**src/charger_option_consts.svh**
```systemverilog
// Offsets, field positions, reset values and the write mask for the charger option word.
// Included by the option register module only; defines only.
`ifndef CHARGER_OPTION_CONSTS_SVH
`define CHARGER_OPTION_CONSTS_SVH
`define OPT_CMD_CODE 8'h12
`define OPT_BIT_FREQ_DIR 10
`define OPT_BIT_FREQ_EN 9
`define OPT_BIT_HS_FAULT 8
`define OPT_BIT_LS_FAULT 7
`define OPT_BIT_LEARN 6
`define OPT_BIT_MON_SEL 5
`define OPT_BIT_ADPT_PRES 4
`define OPT_BIT_AC_OCP 1
`define OPT_BIT_INHIBIT 0
`define OPT_LO_BITS 11
`define OPT_LO_RESET 11'h0102
`define OPT_WRITE_MASK 11'h07E3
`define OPT_DEPL_LSB 11
`define OPT_DEPL_MSB 12
`define OPT_DEPL_RESET 2'h2
`define OPT_UPPER_MSB 15
`define OPT_UPPER_RESET 3'h7
`endif

```
**src/charger_option_pkg.sv**
```systemverilog
// Types shared by the charger option block.
// Assumes the constants header is on the include path.
package charger_option_pkg;
   typedef enum logic [1:0]
   {
      LEARN_IDLE = 2'b00,
      LEARN_RUN = 2'b01,
      LEARN_END = 2'b11
   } learn_state_type;
   typedef logic [15:0] option_word_type;
endpackage

```
**src/learn_ctrl_if.sv**
```systemverilog
// Interface between the option register and the learn sequencer.
// Assumes one clock domain shared by both ends.
`timescale 1ns/10ps
interface learn_ctrl_if;
   logic learn_req;
   logic depleted;
   logic learn_done;
   logic run;
   modport regs (output learn_req, output depleted, input learn_done, input run);
   modport seq (input learn_req, input depleted, output learn_done, output run);
endinterface

```
**src/learn_sequencer.sv**
```systemverilog
// Learn cycle sequencer: swaps path switches while a learn cycle runs.
// Assumes depletion comes from the analogue comparator, already synchronous.
`timescale 1ns/10ps
module learn_sequencer
   import charger_option_pkg::*;
(
   input wire logic i_clk,
   input wire logic i_srst,
   learn_ctrl_if.seq lc
);
   learn_state_type state_q;
   learn_state_type state_d;
   always_comb
   begin
      state_d = state_q;
      case (state_q)
         LEARN_IDLE:
            if (lc.learn_req)
               state_d = LEARN_RUN;
         LEARN_RUN:
            if (!lc.learn_req)
               state_d = LEARN_IDLE;
            else if (lc.depleted)
               state_d = LEARN_END;
         LEARN_END:
            state_d = LEARN_IDLE;
         default:
            state_d = LEARN_IDLE;
      endcase
   end
   always_ff @(posedge i_clk)
   begin
      if (i_srst)
         state_q <= LEARN_IDLE;
      else
         state_q <= state_d;
   end
   assign lc.run = (state_q == LEARN_RUN);
   // One-cycle pulse that tells the register to drop the learn bit
   assign lc.learn_done = (state_q == LEARN_END);
endmodule

```
**src/charger_option_regs.sv**
```systemverilog
// Charger option control word: low eleven option fields plus held upper fields.
// Assumes the bus front end delivers decoded word writes and read strobes.
//
// Overview of operation
// - Bit 10 picks the frequency shift direction, zero lowering by 18 percent and one raising, reset zero.
// - Bit 9 enables the frequency shift, zero meaning no adjustment, reset zero.
// - Bit 8 enables the high-side short comparator at 750mV when one, which is the reset value.
// - Bit 7 picks the low-side short threshold, zero for 135mV at reset and one for 230mV.
// - Writing one to bit 6 starts a learn cycle, opening the adapter switch and closing the battery switch.
// - When the battery reaches depletion the switches swap back and bit 6 clears itself.
// - Writing zero to bit 6 ends a learn cycle early and restores the adapter path.
// - Bit 5 routes the current monitor, zero adapter amplifier at reset and one charge amplifier.
// - Bit 4 is read-only adapter presence, and host writes to it are ignored.
// - Bit 1 enables adapter overcurrent protection at 3.33 times the limit, set at reset.
// - Bit 0 inhibits charging when one, and zero allows charging at reset.
`timescale 1ns/10ps
`include "charger_option_consts.svh"
module charger_option_regs
   import charger_option_pkg::*;
(
   input wire logic i_clk,
   input wire logic i_srst,
   input wire logic i_bus_enable,
   input wire logic i_wr_stb,
   input wire logic [7:0] i_cmd,
   input wire logic [15:0] i_wr_data,
   input wire logic i_adapter_present,
   input wire logic i_battery_depleted,
   output logic [15:0] o_rd_data,
   output logic o_freq_shift_en,
   output logic o_freq_shift_up,
   output logic o_high_side_fault_compare_en,
   output logic o_low_side_fault_compare_high,
   output logic o_adapter_path_switch_on,
   output logic o_battery_path_switch_on,
   output logic o_current_monitor_output_sel,
   output logic o_adapter_overcurrent_protect_en,
   output logic o_charge_inhibit,
   output logic [1:0] o_depletion_sel
);
   logic [10:0] opt_q;
   logic [10:0] opt_d;
   logic [4:0] upper_q;
   logic [4:0] upper_d;
   logic pres_q;
   option_word_type word;
   wire write_hit;
   wire [10:0] wr_low;
   learn_ctrl_if lc ();

   learn_sequencer u_learn (
      .i_clk(i_clk),
      .i_srst(i_srst),
      .lc(lc)
   );

   // Bus is dead when supply or adapter detect is too low
   assign write_hit = i_wr_stb && i_bus_enable && (i_cmd == `OPT_CMD_CODE);
   // Writes keep only the writable bits; presence and unused bits stay out
   assign wr_low = i_wr_data[10:0] & `OPT_WRITE_MASK;
   assign lc.learn_req = opt_q[`OPT_BIT_LEARN];
   assign lc.depleted = i_battery_depleted;

   always_comb
   begin
      opt_d = opt_q;
      upper_d = upper_q;
      if (write_hit)
      begin
         opt_d = wr_low;
         upper_d = i_wr_data[15:11];
      end
      else if (lc.learn_done)
         opt_d[`OPT_BIT_LEARN] = 1'b0;
   end

   // A host write in the same cycle as learn completion wins; it is the newer intent
   always_ff @(posedge i_clk)
   begin
      if (i_srst)
      begin
         opt_q <= `OPT_LO_RESET;
         upper_q <= {`OPT_UPPER_RESET, `OPT_DEPL_RESET};
         pres_q <= 1'b0;
      end
      else
      begin
         opt_q <= opt_d;
         upper_q <= upper_d;
         pres_q <= i_adapter_present;
      end
   end

   always_comb
   begin
      word = {upper_q, opt_q};
      word[`OPT_BIT_ADPT_PRES] = pres_q;
      word[3:2] = 2'b00;
   end

   always_ff @(posedge i_clk)
   begin
      if (i_srst)
      begin
         o_rd_data <= 16'h0000;
         o_freq_shift_en <= 1'b0;
         o_freq_shift_up <= 1'b0;
         o_high_side_fault_compare_en <= 1'b1;
         o_low_side_fault_compare_high <= 1'b0;
         o_adapter_path_switch_on <= 1'b1;
         o_battery_path_switch_on <= 1'b0;
         o_current_monitor_output_sel <= 1'b0;
         o_adapter_overcurrent_protect_en <= 1'b1;
         o_charge_inhibit <= 1'b0;
         o_depletion_sel <= `OPT_DEPL_RESET;
      end
      else
      begin
         o_rd_data <= word;
         o_freq_shift_en <= opt_q[`OPT_BIT_FREQ_EN];
         o_freq_shift_up <= opt_q[`OPT_BIT_FREQ_DIR];
         o_high_side_fault_compare_en <= opt_q[`OPT_BIT_HS_FAULT];
         o_low_side_fault_compare_high <= opt_q[`OPT_BIT_LS_FAULT];
         o_adapter_path_switch_on <= !lc.run;
         o_battery_path_switch_on <= lc.run;
         o_current_monitor_output_sel <= opt_q[`OPT_BIT_MON_SEL];
         o_adapter_overcurrent_protect_en <= opt_q[`OPT_BIT_AC_OCP];
         o_charge_inhibit <= opt_q[`OPT_BIT_INHIBIT];
         o_depletion_sel <= upper_q[1:0];
      end
   end
endmodule

```
**config.mk**
```make
export PLATFORM = sky130hd
export DESIGN_NAME = charger_option_regs
export DESIGN_NICKNAME = d
export VERILOG_FILES = /design/src/charger_option_pkg.sv /design/src/learn_ctrl_if.sv /design/src/learn_sequencer.sv /design/src/charger_option_regs.sv
export VERILOG_INCLUDE_DIRS = /design/src /design/src/src
export SDC_FILE = /design/constraint.sdc
export NUM_CORES = 1
export LEC_CHECK = 0
export ABC_AREA = 1
export BUFFER_PORTS_ARGS = -buffer_cell sky130_fd_sc_hd__buf_2
export CORE_MARGIN = 1.5
export CORE_UTILIZATION = 31
export DETAILED_ROUTE_END_ITERATION = 8
export MAX_ROUTING_LAYER = met4
export PLACE_DENSITY_LB_ADDON = 0.15
export SYNTH_ARGS = -nofsm -noshare
export SYNTH_HDL_FRONTEND = slang
export SYNTH_SLANG_ARGS = --single-unit
```
**constraint.sdc**
```tcl
create_clock -name i_clk -period 0.8 [get_ports i_clk]
set_input_delay 0.08 -clock i_clk [delete_from_list [all_inputs] [get_ports i_clk]]
set_output_delay 0.08 -clock i_clk [all_outputs]
set_load 0.005 [all_outputs]
```
==> reports/results.txt <==
worst path cell trace: buf_2
Syn Area/Cell: 7.99 um2
clock slew at reported path FFs: 0.07 ns
fin crit period: 0.790 ns
Pwr Density: 1830 nW/um2
hpwl dp: 1.89 mm
combinational family with the most area after synthesis: simple AND/OR/NAND/NOR gates
postcts setup bufs: 0
CTS tree: done
final hold vios: 0
I/O pins: 57
first-pass GRT wire length: 3.95 mm
most frequent cell after synthesis: dfxtp_1
WL/cell: 8.90 um
Bufs and invs on worst path: 1
Cell Int Power: 0.00256 W
mux cell area share after synthesis: 0%
Mapped Cells: 162
sequential area share after synthesis: 54.2%
highest metal used: met4
largest net degree at the start of global routing: 17
post-placement setup slack: -0.157 ns
Synth cell types: 18
Main synth FF type: dfxtp_1
Routability Congestion: 0.735
worst endpoint data arrival time: 0.71 ns
top cells by area, synth: dfxtp_1 54%, inv_1 9.0%, nor2_1 8.4%
# diodes: 0
total chip power: 0.00325 W
FFs w/ async S/R, synth: 0%
Crit Path Class: flip-flop to primary output
met3 WL post-DR: 150 um
Final Non-Filler Cells: 270
crit share post-route: 98.8%
area grow syn2layout: 36.8%
starting density of the core: 32.3%
Placeable Area: 4000 um2
combinational power share: 7.1%
Total Wirelength: 2.40 mm
GRT Overall Usage: 12.5%
worst-path fanout max: 2
crit end category: primary output
clk_lat worst skew: 0.28 ns
switch share: 21.2%
net switching power: 0.000689 W
HP Class: primary input to flip-flop
simple-gate share of the synthesized area: 29.1%
Max Freq: 1270 MHz
Worst setup SP type: flip-flop
synth warn: 0
Post-synth EDFFs: 0
Synth Area in XOR/XNOR: 0%
CTS Buf Count: 5
post-synth top area share: 54.2%
FP Rows: 23
critical path's top delay family: flip-flops
met1 WL: 1.22 mm
Leakage: 0.950 nW
initial DRC count: 27
slowest CP cell: dfxtp_2
sequential power share: 54.6%
H-tree depth: 2
die height: 67.6 um
initial antenna violation count: 0
Synth Register Bits: 35
critical path launch point: o_rd_data[11]
vias per cell: 3.91
Die Span X: 67.6 um
post-layout net count: 250
RSZ-0062 raised after global routing: true
drt first pass iters: 4
drc violations: 0
Vias: 1,056
largest area contributor in the netlist: dfxtp_1
hold path start: i_wr_data[12]
most instantiated cells after synthesis: 35 x dfxtp_1, 31 x inv_1, 29 x nor2_1, 26 x nand2_1
max-slew violations: 0
reg-to-reg startpoint: u_learn.state_q[1]
global route overflow: 0
Max-Cap Viols: 0
Critical Path RT: 0.72 ns
Synth Area in Compound Gates: 0.387%
Die Area: 4570 um2
Clk network pwr share: 38.3%
layout cells sized above 1: 41.4%
adder-cell share of the synthesized area: 0%
worst vdd ir: 0.000701 V
placed cells: 260
Root Driver: clkbuf_8
Fillers: 434
clk buf depth: 2
Fin Clk Skew: 0.00439 ns
hold_ws: 0.00966 ns
Crit path largest cell delay: 0.32 ns
Detail Route Antenna Nets: 0
port buffer count: 51
Post-Syn Area: 1290 um2
final worst slack: 0.00999 ns
vias in the first global route: 928
status: complete, no violations
CTS Sinks: 35
Util after Layout: 44.3%
Met2 Routed Length: 960 um
final setup fails: 0
-- state kept, by name (all words and copies together) (netlist names) --
| register | count |
|---|---|
| o_rd_data | 14 |
| opt_q | 8 |
| upper_q | 5 |
| u_learn.state_q | 2 |
| o_adapter_overcurrent_protect_en | 1 |
| o_adapter_path_switch_on | 1 |
| o_battery_path_switch_on | 1 |
| o_depletion_sel | 1 |
| o_high_side_fault_compare_en | 1 |
| pres_q | 1 |
-- cells in the final DEF, fill, tap and decap left out, drive strengths merged --
master       synthesis  layout
a21oi                1       1
dfxtp               35      35
dlygate4sd3          0       3
clkbuf               0       6
nand2               28      28
nand4                7       7
nor3                 1       1
inv                 32      32
nand3                8       8
clkinv               0       1
buf                 12      59
conb                 1       2
nor2                37      37
-- kinds of logic after synthesis --
family	Yosys count
simple gates	81
compound gates	1
buf+inv	44
other cells	1
flops	35
-- path summary, 6_finish.rpt --
kind	to	slack [ns]	cells after the start
worst max-delay path	o_depletion_sel[0]	0.01	1
worst min-delay path	upper_q[1]	0.01	3
worst max register to register	o_adapter_path_switch_on	0.10	4
worst min register to register	o_rd_data[4]	0.40	2
-- metal layers --
metal | track usage, % | up-vias
met2 | 17.0 | 41
met5 | - | -
li1 | - | 581
met3 | 3.50 | 4
met4 | 9.18 | 0
met1 | 15.4 | 430
-- power by group through the flow --
| stage | sequential, W | clock (W) | combinational, W |
|---|---|---|---|
| after CTS | 0.00177 | 0.00129 | 0.000232 |
| final | 0.00177 | 0.00124 | 0.000232 |
| after global routing | 0.00177 | 0.00136 | 0.000264 |
| after global placement | 0.00181 | 0 | 0.000223 |
| after detailed placement | 0.00181 | 0 | 0.000220 |
| after floorplan | 0.00181 | 0 | 0.000102 |
-- worst register-to-register path, stage by stage (launching register included) --
cell	delay, ns
dfxtp_1	0.33
inv_1	0.05
nand2_1	0.06
nor2_1	0.12
inv_1	0.05
-- final cells by class --
| class | count | area, um2 | share of cell area [%] |
|---|---|---|---|
| clock buffers | 6 | 82.6 | 4.66 |
| clock inverters | 1 | 5.00 | 0.283 |
| inverters | 32 | 128 | 7.21 |
| multi-input cells | 84 | 405 | 22.9 |
| flip-flops and latches | 35 | 711 | 40.1 |
| well taps | 50 | 62.6 | 3.53 |
| repair buffers | 62 | 377 | 21.3 |
-- per-stage QoR --
step           TNS [ns]  instance area (um2)
2_1_floorplan         0                 1310
3_3_place_gp      -1.60                 1620
3_5_place_dp      -1.68                 1620
4_1_cts               0                 1740
5_1_grt          -0.129                 1770
6_report              0                 1770
-- repair_timing --
action	in CTS	in global routing
setup endpoints to repair	0	18
resized for setup	0	14
hold buffers	3	0
endpoints found under the hold margin	3	0
No activity file was read; power rests on OpenSTA's default activity.
